File: config.mk
export PLATFORM = sky130hd
export DESIGN_NAME = fast_pulse_counter
export DESIGN_NICKNAME = d
export VERILOG_FILES = /design/src/core/pulse_counter_pkg.sv /design/src/core/input_sync.sv /design/src/core/event_flags.sv /design/src/core/fast_pulse_counter.sv
export VERILOG_INCLUDE_DIRS = /design/src /design/src/core
export SDC_FILE = /design/constraint.sdc
export NUM_CORES = 1
export LEC_CHECK = 0
export ABC_AREA = 1
export BUFFER_PORTS_ARGS = -buffer_cell sky130_fd_sc_hd__buf_2
export CAP_MARGIN = 20
export CORE_UTILIZATION = 30
export DETAILED_ROUTE_END_ITERATION = 10
export PLACE_DENSITY = 0.58
export SLEW_MARGIN = 20
export SYNTH_ARGS = -nofsm -noshare
export SYNTH_HDL_FRONTEND = slang
export SYNTH_HIERARCHICAL = 1
export SYNTH_SLANG_ARGS = --single-unit
export TNS_END_PERCENT = 5
File: constraint.sdc
create_clock -name CLOCK_I -period 4.2 [get_ports CLOCK_I]
set_input_delay 0.42 -clock CLOCK_I [delete_from_list [all_inputs] [get_ports CLOCK_I]]
set_output_delay 0.42 -clock CLOCK_I [all_outputs]
set_load 0.02 [all_outputs]
File: src/core/pulse_counter_map.svh
// register map and constants of the fast pulse counter
`ifndef PULSE_COUNTER_MAP_SVH
`define PULSE_COUNTER_MAP_SVH

`define ADDR_CTRL 4'h0
`define ADDR_START 4'h1
`define ADDR_COUNT 4'h2
`define ADDR_STATUS 4'h3
`define ADDR_CLEAR 4'h4
`define ADDR_IRQ_EN 4'h5

`define CTRL_EN_BIT 0
`define CTRL_EXT_BIT 1
`define CTRL_LOAD_BIT 2

`define ST_ZERO_BIT 0
`define ST_WRAP_BIT 1

`define CTRL_RESET 3'h0
`define START_RESET 16'h0000
`define COUNT_RESET 16'h0000
`define COUNT_MINUS_ONE 16'hFFFF
`define COUNT_MAX_POS 16'h7FFF
`define IRQ_RESET 2'h0

`define MAX_PULSE_HZ 50000
`define CLOCK_HZ 25000000

`endif

File: src/core/pulse_counter_pkg.sv
// types shared by the fast pulse counter modules
package pulse_counter_pkg;
   typedef logic [15:0] count_t;
   typedef enum logic [1:0] {
      LOAD_IDLE = 2'h0,
      LOAD_HOLD = 2'h1
   } load_state_e;
endpackage

File: src/core/input_sync.sv
// two-flop synchroniser with rising-edge detect on the second stage
`timescale 1ns/1ps
module input_sync (
   input wire logic clk_i,
   input wire logic rst_i,
   input wire logic async_i,
   output logic level_o,
   output logic rise_o
);
   logic meta_q;
   logic sync_q;
   logic prev_q;

   always_ff @(posedge clk_i or posedge rst_i) begin
      if (rst_i) begin
         meta_q <= 1'b0;
         sync_q <= 1'b0;
         prev_q <= 1'b0;
      end else begin
         meta_q <= async_i;
         sync_q <= meta_q;
         prev_q <= sync_q;
      end
   end

   assign level_o = sync_q;
   // edge seen only after the second stage
   assign rise_o = sync_q & ~prev_q;
endmodule // input_sync

File: src/core/event_flags.sv
// sticky event flags with write-one-to-clear and enable mask
`timescale 1ns/1ps
module event_flags #(
   parameter int WIDTH = 2
) (
   input wire logic clk_i,
   input wire logic rst_i,
   input wire logic [WIDTH-1:0] set_i,
   input wire logic [WIDTH-1:0] clear_i,
   input wire logic [WIDTH-1:0] enable_i,
   output logic [WIDTH-1:0] flags_o,
   output logic irq_o
);
   logic [WIDTH-1:0] flags_q;
   logic irq_q;

   genvar g;
   generate
      for (g = 0; g < WIDTH; g++) begin : g_flag
         // a set in the clearing cycle wins, so no event is lost
         always_ff @(posedge clk_i or posedge rst_i) begin
            if (rst_i) begin
               flags_q[g] <= 1'b0;
            end else if (set_i[g]) begin
               flags_q[g] <= 1'b1;
            end else if (clear_i[g]) begin
               flags_q[g] <= 1'b0;
            end
         end
      end
   endgenerate

   always_ff @(posedge clk_i or posedge rst_i) begin
      if (rst_i) begin
         irq_q <= 1'b0;
      end else begin
         irq_q <= |((flags_q | set_i) & ~(clear_i & ~set_i) & enable_i);
      end
   end

   assign flags_o = flags_q;
   assign irq_o = irq_q;
endmodule // event_flags

File: src/core/fast_pulse_counter.sv
// fast pulse counter: 16-bit up-counter with start value load and zero-crossing flag
// How it works
// RULE1: after a load the count starts at the start value and steps up by one per counted pulse, upward only.
// RULE2: a pulse at 7FFF wraps the count to 8000 and counting carries on upward.
// RULE3: the zero-crossing flag rises when the count steps from FFFF to 0000, also after a wrap.
// RULE4: counting goes on through wraps until the enable drops or a new start value is loaded.
// RULE5: a start value of 8000 is accepted and gives a zero crossing after 32768 pulses.
// RULE6: a start value of one gives a zero crossing after 65535 pulses through the wrap.
// RULE7: with the external select set the external enable gates counting and the flag drives the output pin.
// RULE8: while the load bit is set the start value is copied into the counter; software may drive it from the flag.
// RULE9: the counter is 16 bits and keeps up with pulse rates to 50 kHz.
// RULE10: only rising edges of the pulse input are counted.
// RULE11: with the external select clear the internal enable bit gates counting.
// RULE12: loading a start value clears the zero-crossing flag.
// RULE13: pulse and enable inputs are synchronised before use; only the pulse is edge-detected, the enable gates as a level.
//
// The strobed register port and the address map were chosen for this implementation.
`timescale 1ns/1ps
`include "pulse_counter_map.svh"
module fast_pulse_counter
   import pulse_counter_pkg::*;
(
   input wire logic CLOCK_I,
   input wire logic RST_I,
   input wire logic PULSE_I,
   input wire logic EXT_ENABLE_I,
   input wire logic [3:0] ADDR_I,
   input wire logic [15:0] WDATA_I,
   input wire logic WR_I,
   input wire logic RD_I,
   output logic [15:0] RDATA_O,
   output logic ZERO_CROSS_O,
   output logic IRQ_O
);
   // a 50 kHz pulse gives this many clocks per period; the sync path needs three
   localparam int CYCLES_PER_PULSE = `CLOCK_HZ / `MAX_PULSE_HZ; // RULE9

   logic [2:0] ctrl_q;
   count_t start_q;
   count_t count_q;
   count_t count_d;
   logic zero_q;
   logic [15:0] rdata_q;
   logic zero_pin_q;
   logic [1:0] irq_en_q;
   load_state_e load_q;
   load_state_e load_d;

   logic pulse_rise;
   logic ext_level;
   logic [1:0] flags;
   logic irq;

   input_sync u_pulse_sync (
      .clk_i(CLOCK_I),
      .rst_i(RST_I),
      .async_i(PULSE_I),
      .level_o(),
      .rise_o(pulse_rise)
   ); // RULE13

   input_sync u_enable_sync (
      .clk_i(CLOCK_I),
      .rst_i(RST_I),
      .async_i(EXT_ENABLE_I),
      .level_o(ext_level),
      .rise_o()
   ); // RULE13

   // decode
   wire wr_ctrl = WR_I && (ADDR_I == `ADDR_CTRL);
   wire wr_start = WR_I && (ADDR_I == `ADDR_START);
   wire wr_clear = WR_I && (ADDR_I == `ADDR_CLEAR);
   wire wr_irq_en = WR_I && (ADDR_I == `ADDR_IRQ_EN);

   wire ext_sel = ctrl_q[`CTRL_EXT_BIT];
   wire load_req = ctrl_q[`CTRL_LOAD_BIT]; // RULE8
   // counting gate: external pin or internal bit
   wire count_en = ext_sel ? ext_level : ctrl_q[`CTRL_EN_BIT]; // RULE7 RULE11
   wire step = count_en && pulse_rise && !load_req; // RULE10 RULE4
   // plain 16-bit increment: 7FFF+1 = 8000 and FFFF+1 = 0000 come for free
   wire [15:0] count_inc = count_q + 16'h0001; // RULE1 RULE2 RULE5 RULE6
   wire zero_event = step && (count_q == `COUNT_MINUS_ONE); // RULE3
   wire wrap_event = step && (count_q == `COUNT_MAX_POS); // RULE2

   always_comb begin
      count_d = count_q;
      if (load_req) begin
         count_d = start_q; // RULE8
      end else if (step) begin
         count_d = count_inc; // RULE1
      end
   end

   // load tracker follows the load request one cycle late, in LOAD_HOLD for as long as it is held
   always_comb begin
      case (load_q)
         LOAD_IDLE: load_d = load_req ? LOAD_HOLD : LOAD_IDLE;
         LOAD_HOLD: load_d = load_req ? LOAD_HOLD : LOAD_IDLE;
         default: load_d = LOAD_IDLE;
      endcase
   end

   wire [15:0] rd_mux =
      (ADDR_I == `ADDR_CTRL) ? {13'h0000, ctrl_q} :
      (ADDR_I == `ADDR_START) ? start_q :
      (ADDR_I == `ADDR_COUNT) ? count_q :
      (ADDR_I == `ADDR_STATUS) ? {13'h0000, zero_q, flags} :
      (ADDR_I == `ADDR_IRQ_EN) ? {14'h0000, irq_en_q} :
      16'h0000;

   always_ff @(posedge CLOCK_I or posedge RST_I) begin
      if (RST_I) begin
         ctrl_q <= `CTRL_RESET;
         start_q <= `START_RESET;
         irq_en_q <= `IRQ_RESET;
      end else begin
         if (wr_ctrl) begin
            ctrl_q <= WDATA_I[2:0];
         end
         if (wr_start) begin
            start_q <= WDATA_I;
         end
         if (wr_irq_en) begin
            irq_en_q <= WDATA_I[1:0];
         end
      end
   end

   always_ff @(posedge CLOCK_I or posedge RST_I) begin
      if (RST_I) begin
         count_q <= `COUNT_RESET;
         load_q <= LOAD_IDLE;
      end else begin
         count_q <= count_d;
         load_q <= load_d;
      end
   end

   // zero-crossing level flag; a load cancels it
   always_ff @(posedge CLOCK_I or posedge RST_I) begin
      if (RST_I) begin
         zero_q <= 1'b0;
      end else if (load_req) begin
         zero_q <= 1'b0; // RULE12
      end else if (zero_event) begin
         zero_q <= 1'b1; // RULE3
      end
   end

   // pin shows the flag only in external mode; registered for a clean output
   always_ff @(posedge CLOCK_I or posedge RST_I) begin
      if (RST_I) begin
         zero_pin_q <= 1'b0;
         rdata_q <= 16'h0000;
      end else begin
         zero_pin_q <= ext_sel && zero_q; // RULE7
         rdata_q <= RD_I ? rd_mux : 16'h0000;
      end
   end

   event_flags #(
      .WIDTH(2)
   ) u_flags (
      .clk_i(CLOCK_I),
      .rst_i(RST_I),
      .set_i({wrap_event, zero_event}),
      .clear_i(wr_clear ? WDATA_I[1:0] : 2'h0),
      .enable_i(irq_en_q),
      .flags_o(flags),
      .irq_o(irq)
   );

   assign RDATA_O = rdata_q;
   assign ZERO_CROSS_O = zero_pin_q;
   assign IRQ_O = irq;
endmodule // fast_pulse_counter

==> flow_summary.ini, run 1 <==
[outcome]
run_status = completed

[critical_path]
worstSetupStartpointType = register
worstPathBufferInverterCount = 3
setup.worst_path.start = ctrl_q[2]$_DFFE_PP0P_
regToRegStartpoint = ctrl_q[2]$_DFFE_PP0P_
worst_path_largest_cell_delay_ns = 0.84
path_common_cell = inv_1
timing.critical_path.max_delay_family = flip-flops
timing.critical_path.to_type = register
crit_path_cell_trace = inv_1 > nand4_1 > nor2_1 > inv_1 > nor2_1 > inv_1 > nand2_1 > nand3_1 > nand2_1
crit_fanout = 20
cp_data_arrival_time_ns = 2.34
slowest_stage = dfrtp_1
worstSetupPathType = register to register
cp.required_ns = 4.44

[power_and_ir_drop]
power.static_leakage_nw = 1.843
vdd_ir_drop_max_mv = 0.1711
power.density_mw_per_mm2 = 456.8

[grt]
overflow = 0
initial_antenna_violation_count = 0
grt_pass1_wl_um = 12810
first_global_vias = 2617
grt_start_max_net_pins = 45
grt.total_usage_pct = 15.02

[sta]
timing.final.crit_share_pct = 49.94
worst_slack_ns = 2.103
setup_repair_after_global_routing_missed_its_margin = no
layout_min_cycle_time_ns = 2.097
worst_slew_margin_pct = 48.20
setup_viol_count_final = 0
slew_violations = 0
worstMarginPinSlew_ns = 0.7770
maxClockFrequency_ghz = 0.4768
setup-tns-final_ns = 0
finClkSkew_ns = 0.008106
hold_viol_final = 0

[placement]
finalWeightedCongestion = 0.8427
place.port_buffers = 43
pre_cts_slack_ns = 2.098
dpl_cell_area_mm2 = 0.003512
dp_hpwl_um = 5364

[clocking]
clk_latency_ns = 0.35
cts_hold_buf = 1
ctsRootBufferMaster = clkbuf_8
cts.sink_count = 63
cts_setup_buffers = 0
ctsLongestPathBuffers = 2
htree_levels = 3
tritoncts = done
path_clk_slew_ns = 0.06
cts_repair_resize_count = 0
total_cts_buffers = 9

[yosys]
synthesis.area_mm2 = 0.003209
postSynthAreaPerCell_um2 = 7.809
synthesis.instances = 411
synthesis.yosys.warnings = 6
synth_fp_nets = 438

[cells_and_area]
finish.instance_area_mm2 = 0.003667
regArea_mm2 = 0.001577
drive_gt1_share_pct = 17.90
nFillCells = 1115
insertedDiodeCount = 0
multi_input_logic_area_mm2 = 0.001354
final_nets = 482
area.growth.synth_to_final_pct = 14.27

[drt]
drt_pre_antenna_iters = 4
post_drt_via_cell_ratio = 4.581
m1WireLength_um = 3746
wirelength_um = 7597
detail_route.drc_violations = 0
wl_met2_um = 3343
met3WireLength_um = 369
detailedRoute.firstIterationViolations = 138
via_count = 2721
wire_per_inst_um = 12.79
dr.max_layer_used = met4
detail-route-antenna-nets = 0

[floorplan]
core_mm2 = 0.01037
die_w_um = 105.4
starting_density_of_the_core_pct = 30.95
dieHeight_um = 105.4
die_area_mm2 = 0.01112
core.rowCount = 37
ios = 44

[worst_hold_path]
hold_class = primary input to register
start_point_of_the_worst_hold_path = EXT_ENABLE_I

[run]
max_cap_viol_count = 0
layer usage:
metal | track usage [%] | vias to the layer above
met2 | 22.04 | 58
li1 | - | 1390
met1 | 20.56 | 1264
met4 | 7.545 | 0
met3 | 3.587 | 9
met5 | 0 | -
metrics by stage:
stage	cells	power [mW]	utilization, %	hold WS [ns]
2_1_floorplan	411	1.140	-	0.1612
3_5_place_dp	579	1.257	33.87	0.3096
5_1_grt	594	1.801	35.36	0.1562
3_3_place_gp	579	1.246	33.87	0.3059
6_report	594	1.675	35.36	0.1764
4_1_cts	594	1.692	35.36	0.1590
sequential cells by signal, summed over array words and instances, names as in the netlist:
| register | cells |
|---|---|
| zero_q | 1 |
| u_pulse_sync/level_o | 1 |
| u_flags/flags_o | 2 |
| u_enable_sync/level_o | 1 |
| u_enable_sync/meta_q | 1 |
| u_pulse_sync/meta_q | 1 |
| count_q | 16 |
| irq_en_q | 2 |
| start_q | 16 |
| RDATA_O | 16 |
| ZERO_CROSS_O | 1 |
| u_pulse_sync/prev_q | 1 |
| u_flags/irq_o | 1 |
| ctrl_q | 3 |
worst paths after layout:
kind | slack, ns | endpoint | depth (start not counted)
setup / recovery | 2.10 | u_flags/irq_o$_DFF_PP0_ | 9
hold / removal | 0.18 | u_enable_sync/meta_q$_DFF_PP0_ | 1
setup reg to reg | 2.10 | u_flags/irq_o$_DFF_PP0_ | 9
hold reg to reg | 0.36 | u_enable_sync/level_o$_DFF_PP0_ | 0
max in group asynchronous | 2.77 | RDATA_O[4]$_DFF_PP0_ | 4
min in group asynchronous | 0.50 | u_enable_sync/meta_q$_DFF_PP0_ | 3
power by group:
part / internal, mW / switching, mW / leakage (nW)
Sequential: 0.730 / 0.165 / 0.819
Combinational: 0.135 / 0.220 / 0.948
Clock: 0.206 / 0.220 / 0.0761
Total: 1.07 / 0.604 / 1.84
final cells by class:
type | count | area share, %
clock inverters | 2 | 0.2729
repair buffers | 45 | 6.346
inverters | 50 | 5.152
multi-input cells | 286 | 36.92
clock buffers | 12 | 3.685
well taps | 136 | 4.640
flip-flops and latches | 63 | 42.99
layout by cell type, fill, tap and decap left out, drive strengths merged, types with 7 or more instances in the layout:
| master | instances |
|---|---|
| nand4 | 7 |
| nand3 | 49 |
| a21oi | 18 |
| nor2 | 30 |
| dfrtp | 63 |
| clkbuf | 12 |
| o21ai | 21 |
| inv | 49 |
| buf | 44 |
| nand2 | 150 |
(Power assumes the default switching activity.)
==> run 2, diff against run 1 <==
--- a/config.mk
+++ b/config.mk
@@ -11,7 +11,7 @@
 export CAP_MARGIN = 20
 export CORE_UTILIZATION = 30
 export DETAILED_ROUTE_END_ITERATION = 10
-export PLACE_DENSITY = 0.58
+export PLACE_DENSITY = 0.6
 export SLEW_MARGIN = 20
 export SYNTH_ARGS = -nofsm -noshare
 export SYNTH_HDL_FRONTEND = slang
==> constraint.sdc (replaced) <==
create_clock -name CLOCK_I -period 1.7 [get_ports CLOCK_I]
set_input_delay 0.17 -clock CLOCK_I [delete_from_list [all_inputs] [get_ports CLOCK_I]]
set_output_delay 0.17 -clock CLOCK_I [all_outputs]
set_load 0.02 [all_outputs]
==> run 2 against run 1 <==
Critical path depth is 2 higher. Routed wire length rose by 1.6%. Clock power grew to 3.1 times the previous value. Via count is 1.5% higher.
==> flow_summary.ini, run 2 (synthesized netlist as in run 1, its figures left out) <==
[sta]
finClkSkew_ns = 0.008433
timing.final.crit_share_pct = 90.28
maxClockFrequency_ghz = 0.6516
worst_slew_margin_pct = 68.55
layout_min_cycle_time_ns = 1.535
whs_ns = 0.03653
setup_repair_after_global_routing_missed_its_margin = yes
hold_viol_final = 0
worst_slack_ns = 0.1653
setup_viol_count_final = 0
worstMarginPinSlew_ns = 0.4712
slew_violations = 0

[placement]
dp_hpwl_um = 5557
place.port_buffers = 43
pre_cts_slack_ns = 0.1300
finalWeightedCongestion = 0.8805

[floorplan]
ios = 44
core_mm2 = 0.01037
dieHeight_um = 105.4
starting_density_of_the_core_pct = 30.95
die_area_mm2 = 0.01112
core.rowCount = 37
die_w_um = 105.4

[drt]
drt_pre_antenna_iters = 4
detail_route.drc_violations = 0
detail-route-antenna-nets = 0
wirelength_um = 7721
via_count = 2761
post_drt_via_cell_ratio = 4.571
wire_per_inst_um = 12.78
detailedRoute.firstIterationViolations = 129

[cells_and_area]
final_nets = 490
area.growth.synth_to_final_pct = 18.36
drive_gt1_share_pct = 20.09
insertedDiodeCount = 0
mostFrequentLayoutCell = nand2_1
final_cell_mix = 143 x nand2_1, 63 x dfrtp_1, 47 x nand3_1

[clocking]
ctsLongestPathBuffers = 2
ctsRootBufferMaster = clkbuf_8
path_clk_slew_ns = 0.08
clk_latency_ns = 0.36
total_cts_buffers = 9
htree_levels = 3
tritoncts = done
cts.sink_count = 63

[outcome]
run_status = completed

[grt]
grt_pass1_wl_um = 13400
initial_antenna_violation_count = 0
overflow = 0
first_global_vias = 2814
grt_start_max_net_pins = 27
grt.total_usage_pct = 15.62

[worst_hold_path]
hold_class = primary input to register

[critical_path]
crit_fanout = 4
timing.critical_path.to_type = register
timing.critical_path.max_delay_family = simple AND/OR/NAND/NOR gates
cp_data_arrival_time_ns = 1.84
cp.required_ns = 2.00
worstPathBufferInverterCount = 1
slowest_stage = dfrtp_1
worstSetupStartpointType = register
worst_path_largest_cell_delay_ns = 0.39
worstSetupPathType = register to register
crit_path_cell_trace = ha_1 > nand2_2 > nor2_4 > nand3_2 > nor2_2 > nand2_2 > nor3_2 > inv_1 > nand2_1 > nand3_1 > nand2_1

[power_and_ir_drop]
power.static_leakage_nw = 1.907
power.density_mw_per_mm2 = 1169
vdd_ir_drop_max_mv = 0.3758

[run]
max_cap_viol_count = 0
[run 2: cell types whose count changed in the layout (fill, tap and decap cells not counted), sizes merged]
cell / previous run / this run
dlygate4sd3: 1 / 3
bufinv: 0 / 1
clkbuf: 12 / 9
buf: 44 / 50
clkinv: 3 / 4
inv: 49 / 50
clkinvlp: 0 / 2
[run 2: final cells by class]
class	instances	area [um2]
Sequential cell	63	1577
Timing Repair Buffer	53	310.3
Clock buffer	9	123.9
Fill cell	1124	6571
Inverter	50	188.9
Multi-Input combinational cell	286	1356
Tap cell	136	170.2
Clock inverter	7	72.57
[run 2: final timing paths]
check,start,endpoint,slack (ns),depth (start not counted)
setup reg to reg,count_q[1]$_DFFE_PP0P_,u_flags/irq_o$_DFF_PP0_,0.17,11
setup / recovery,count_q[1]$_DFFE_PP0P_,u_flags/irq_o$_DFF_PP0_,0.17,11
min in group asynchronous,RST_I,u_enable_sync/meta_q$_DFF_PP0_,0.23,3
max in group asynchronous,RST_I,start_q[11]$_DFFE_PP0P_,0.77,4
hold / removal,WDATA_I[10],start_q[10]$_DFFE_PP0P_,0.04,3
hold reg to reg,u_pulse_sync/meta_q$_DFF_PP0_,u_pulse_sync/level_o$_DFF_PP0_,0.36,0
[run 2: worst register-to-register path: stages, from the launching register on]
cell and delay (ns):
dfrtp_1 0.39, ha_1 0.20, nand2_2 0.09, nor2_4 0.14, nand3_2 0.10, nor2_2 0.10, nand2_2 0.07, nor3_2 0.10
inv_1 0.08, nand2_1 0.07, nand3_1 0.08, nand2_1 0.06
[run 2: where the power goes]
part	internal (mW)	total (mW)	leakage [nW]	switching, mW
Clock	0.677	1.31	0.0956	0.635
Combinational	0.358	0.953	0.992	0.595
Sequential	1.80	2.17	0.819	0.370
Total	2.84	4.44	1.91	1.60
[run 2: repair_timing]
action                     4_1_cts  5_1_grt
hold endpoints to repair        27        0
hold buffers                     3        0
gates resized for setup          0        1
buffers inserted                 0        1
setup endpoints to repair        0        1
[run 2: per-stage QoR]
step | instances | util (%) | total power [mW] | area, um2 | setup TNS, ns
2_1_floorplan | 411 | - | 2.818 | 3209 | 0
3_3_place_gp | 584 | 34.35 | 3.102 | 3562 | 0
3_5_place_dp | 584 | 34.35 | 3.133 | 3562 | 0
4_1_cts | 603 | 36.53 | 4.471 | 3789 | 0
5_1_grt | 604 | 36.63 | 4.753 | 3799 | -0.01837
6_report | 604 | 36.63 | 4.439 | 3799 | 0
[run 2: layer usage]
metal / track usage [%] / vias up / wire, um
met2: 24.58 / 51 / 3548
met4: 6.841 / 0 / 99
li1: - / 1406 / -
met3: 3.525 / 7 / 242
met5: 0 / - / 0
met1: 20.51 / 1297 / 3831
==> run 3, diff against run 2 <==
--- a/config.mk
+++ b/config.mk
@@ -15,6 +15,5 @@
 export SLEW_MARGIN = 20
 export SYNTH_ARGS = -nofsm -noshare
 export SYNTH_HDL_FRONTEND = slang
-export SYNTH_HIERARCHICAL = 1
 export SYNTH_SLANG_ARGS = --single-unit
 export TNS_END_PERCENT = 5
==> run 3 against run 2 <==
Non-clock buffer count grew 3. Register-to-register slack improved by 0.02 ns. Die area is 2.3% lower. Combinational power rose by 9%. Global-route usage up 0.66 points. Setup slack better by 0.024 ns. Count of clock-buffer cells in the layout grew 4. Hold slack better by 0.0049 ns. Clock skew is 0.0036 ns higher. Sequential power hardly changed. Largest power group unchanged.
==> flow_summary.ini, run 3 <==
[outcome]
run_status = completed

[clocking]
cts_setup_buffers = 0
path_clk_slew_ns = 0.08
cts_repair_resize_count = 0
clk_latency_ns = 0.36
tritoncts = done
total_cts_buffers = 9
ctsRootBufferMaster = clkbuf_8
ctsLongestPathBuffers = 2
cts.sink_count = 63
htree_levels = 3

[critical_path]
setup.worst_path.start = count_q[1]$_DFFE_PP0P_
r2r_cells = 6
worstSetupStartpointType = register
timing.critical_path.to_type = register
path_common_cell = nand3_1
cp.required_ns = 1.94
regToRegStartpoint = count_q[1]$_DFFE_PP0P_
worst_path_largest_cell_delay_ns = 0.41
worst-r2r-setup-slack_ns = 0.19
crit_path_cell_trace = ha_1 > nand2_1 > nor3_1 > nand3_1 > nand3_1 > nand3_1
cp_data_arrival_time_ns = 1.75
crit_fanout = 4
critical_path.reg2reg.endpoint = count_q[10]$_DFFE_PP0P_
slowest_stage = nor3_1
worstSetupPathType = register to register

[drt]
wire_per_inst_um = 13.82
detailedRoute.firstIterationViolations = 271
post_drt_via_cell_ratio = 4.682
via_count = 2706
detail-route-antenna-nets = 0
drt_pre_antenna_iters = 4
detail_route.drc_violations = 0
wirelength_um = 7988

[yosys]
synth.top_cell.area_share_pct = 50.32
synthesis.yosys.warnings = 0
netlist.top_cell.by_area = dfrtp_1
synthesis.instances = 386
synthesis.area_mm2 = 0.003133
main_flop_type_after_synthesis = dfrtp_1
synth.cells.most_frequent = 113 x nand2_1, 63 x dfrtp_1, 54 x nand3_1
postSynth.asyncResetShare_pct = 100.0
synth.yosys.seq_area_share_pct = 50.32
synth_fp_nets = 413
synth.distinct_cells = 33
most_repeated_cell_in_the_gate_level_netlist_after_synthesis = nand2_1
synth_enable_flop_cells = 0
leading_cell_types_by_total_area_after_synthesis = dfrtp_1 50%, nand2_1 14%, nand3_1 8.6%
postSynthAreaPerCell_um2 = 8.117
ys_seq_elements = 63

[cells_and_area]
finalCoreUtilization_pct = 37.41
final_cell_mix = 113 x nand2_1, 63 x dfrtp_1, 54 x nand3_1
multi_input_logic_area_mm2 = 0.001300
nFillCells = 1034
area.growth.synth_to_final_pct = 18.85
final_nets = 467
drive_gt1_share_pct = 20.22
mostFrequentLayoutCell = nand2_1
regArea_mm2 = 0.001577
insertedDiodeCount = 0

[floorplan]
core.rowCount = 36
die_area_mm2 = 0.01086
ios = 44
core_mm2 = 0.009955
dieHeight_um = 104.2
starting_density_of_the_core_pct = 31.47
die_w_um = 104.2

[sta]
setup_repair_after_global_routing_missed_its_margin = no
layout_min_cycle_time_ns = 1.511
maxClockFrequency_ghz = 0.6619
timing.final.crit_share_pct = 88.87
finClkSkew_ns = 0.01205
setup_viol_count_final = 0
slew_violations = 0
hold_viol_final = 0
worstMarginPinSlew_ns = 0.4901
worst_slew_margin_pct = 67.29
setup-tns-final_ns = 0

[run]
max_cap_viol_count = 0

[power_and_ir_drop]
power.static_leakage_nw = 1.807
power.density_mw_per_mm2 = 1178
vdd_ir_drop_max_mv = 0.6901
p_total_mw = 4.387

[worst_hold_path]
hold-path-cell-count = 3
worstHoldEndpoint = start_q[4]$_DFFE_PP0P_
hold_class = primary input to register
start_point_of_the_worst_hold_path = WDATA_I[4]

[placement]
place.port_buffers = 43
dp_hpwl_um = 5743
finalWeightedCongestion = 0.8979

[grt]
overflow = 0
initial_antenna_violation_count = 0
grt_start_max_net_pins = 64
grt.total_usage_pct = 16.28
grt_pass1_wl_um = 13830
first_global_vias = 2762
run 3: kinds of logic (layout without fill, tap and decap cells):
logic type | count (synthesis) | count (layout) | synth area share (%)
fa+ha+maj | 1 | 1 | 0.3993
flops | 63 | 63 | 50.32
compound gates | 51 | 51 | 9.984
xor+xnor | 5 | 5 | 1.398
simple gates | 209 | 209 | 29.71
buf+inv | 57 | 116 | 8.187
run 3: how the worst max path moves through the flow:
| stage | slack, ns | end | depth (start not counted) |
|---|---|---|---|
| final | 0.19 | count_q[10]$_DFFE_PP0P_ | 6 |
| after global routing | 0.07 | u_flags.irq_o$_DFF_PP0_ | 9 |
| after CTS | 0.19 | count_q[10]$_DFFE_PP0P_ | 6 |
| after detailed placement | 0.20 | count_q[10]$_DFFE_PP0P_ | 6 |
| after global placement | 0.25 | u_flags.irq_o$_DFF_PP0_ | 9 |
| after floorplan | 0.39 | count_q[10]$_DFFE_PP0P_ | 6 |
run 3: stage by stage:
step	instance area (um2)	setup slack [ns]	instances	hold WS, ns
finish	3724	0.1892	578	0.04140
detailed placement	3517	0.2040	559	0.2793
global placement	3517	0.2548	559	0.2797
global route	3724	0.07068	578	0.04343
CTS	3724	0.1919	578	0.03671
floorplan	3137	0.3945	386	0.2014
run 3: cell type report:
type,instances,area share [%]
tap,133,4.469
sequential,63,42.34
inverter,44,4.603
clock buffer,13,4.267
multi-input combinational,266,34.91
timing repair buffer,56,8.938
clock inverter,3,0.4704
run 3: per-layer routing:
| layer | vias up | routed length [um] | track usage, % | share of wire (%) |
|---|---|---|---|---|
| met4 | 0 | 161 | 7.347 | 2.0 |
| met3 | 14 | 318 | 3.321 | 4.0 |
| met2 | 62 | 3592 | 24.52 | 45 |
| met1 | 1275 | 3916 | 22.42 | 49 |
| li1 | 1355 | - | - | - |
| met5 | - | 0 | 0 | 0 |
run 3: repair_timing:
item	in CTS	in global routing
endpoints found under the hold margin	65	0
setup endpoints to repair	0	0
hold buffers	3	0
run 3: critical path: cells and delay by family, from the launching register on:
kind / cells / cell delay (ns)
adder cells (fa/ha/maj): 1 / 0.17
AND/OR/NAND/NOR: 5 / 0.83
flip-flops: 1 / 0.39
run 3: power breakdown:
group	internal, mW	switching, mW	total [mW]
sequential	1.81	0.343	2.15
combinational	0.400	0.636	1.04
clock	0.605	0.592	1.20
total	2.82	1.57	4.39
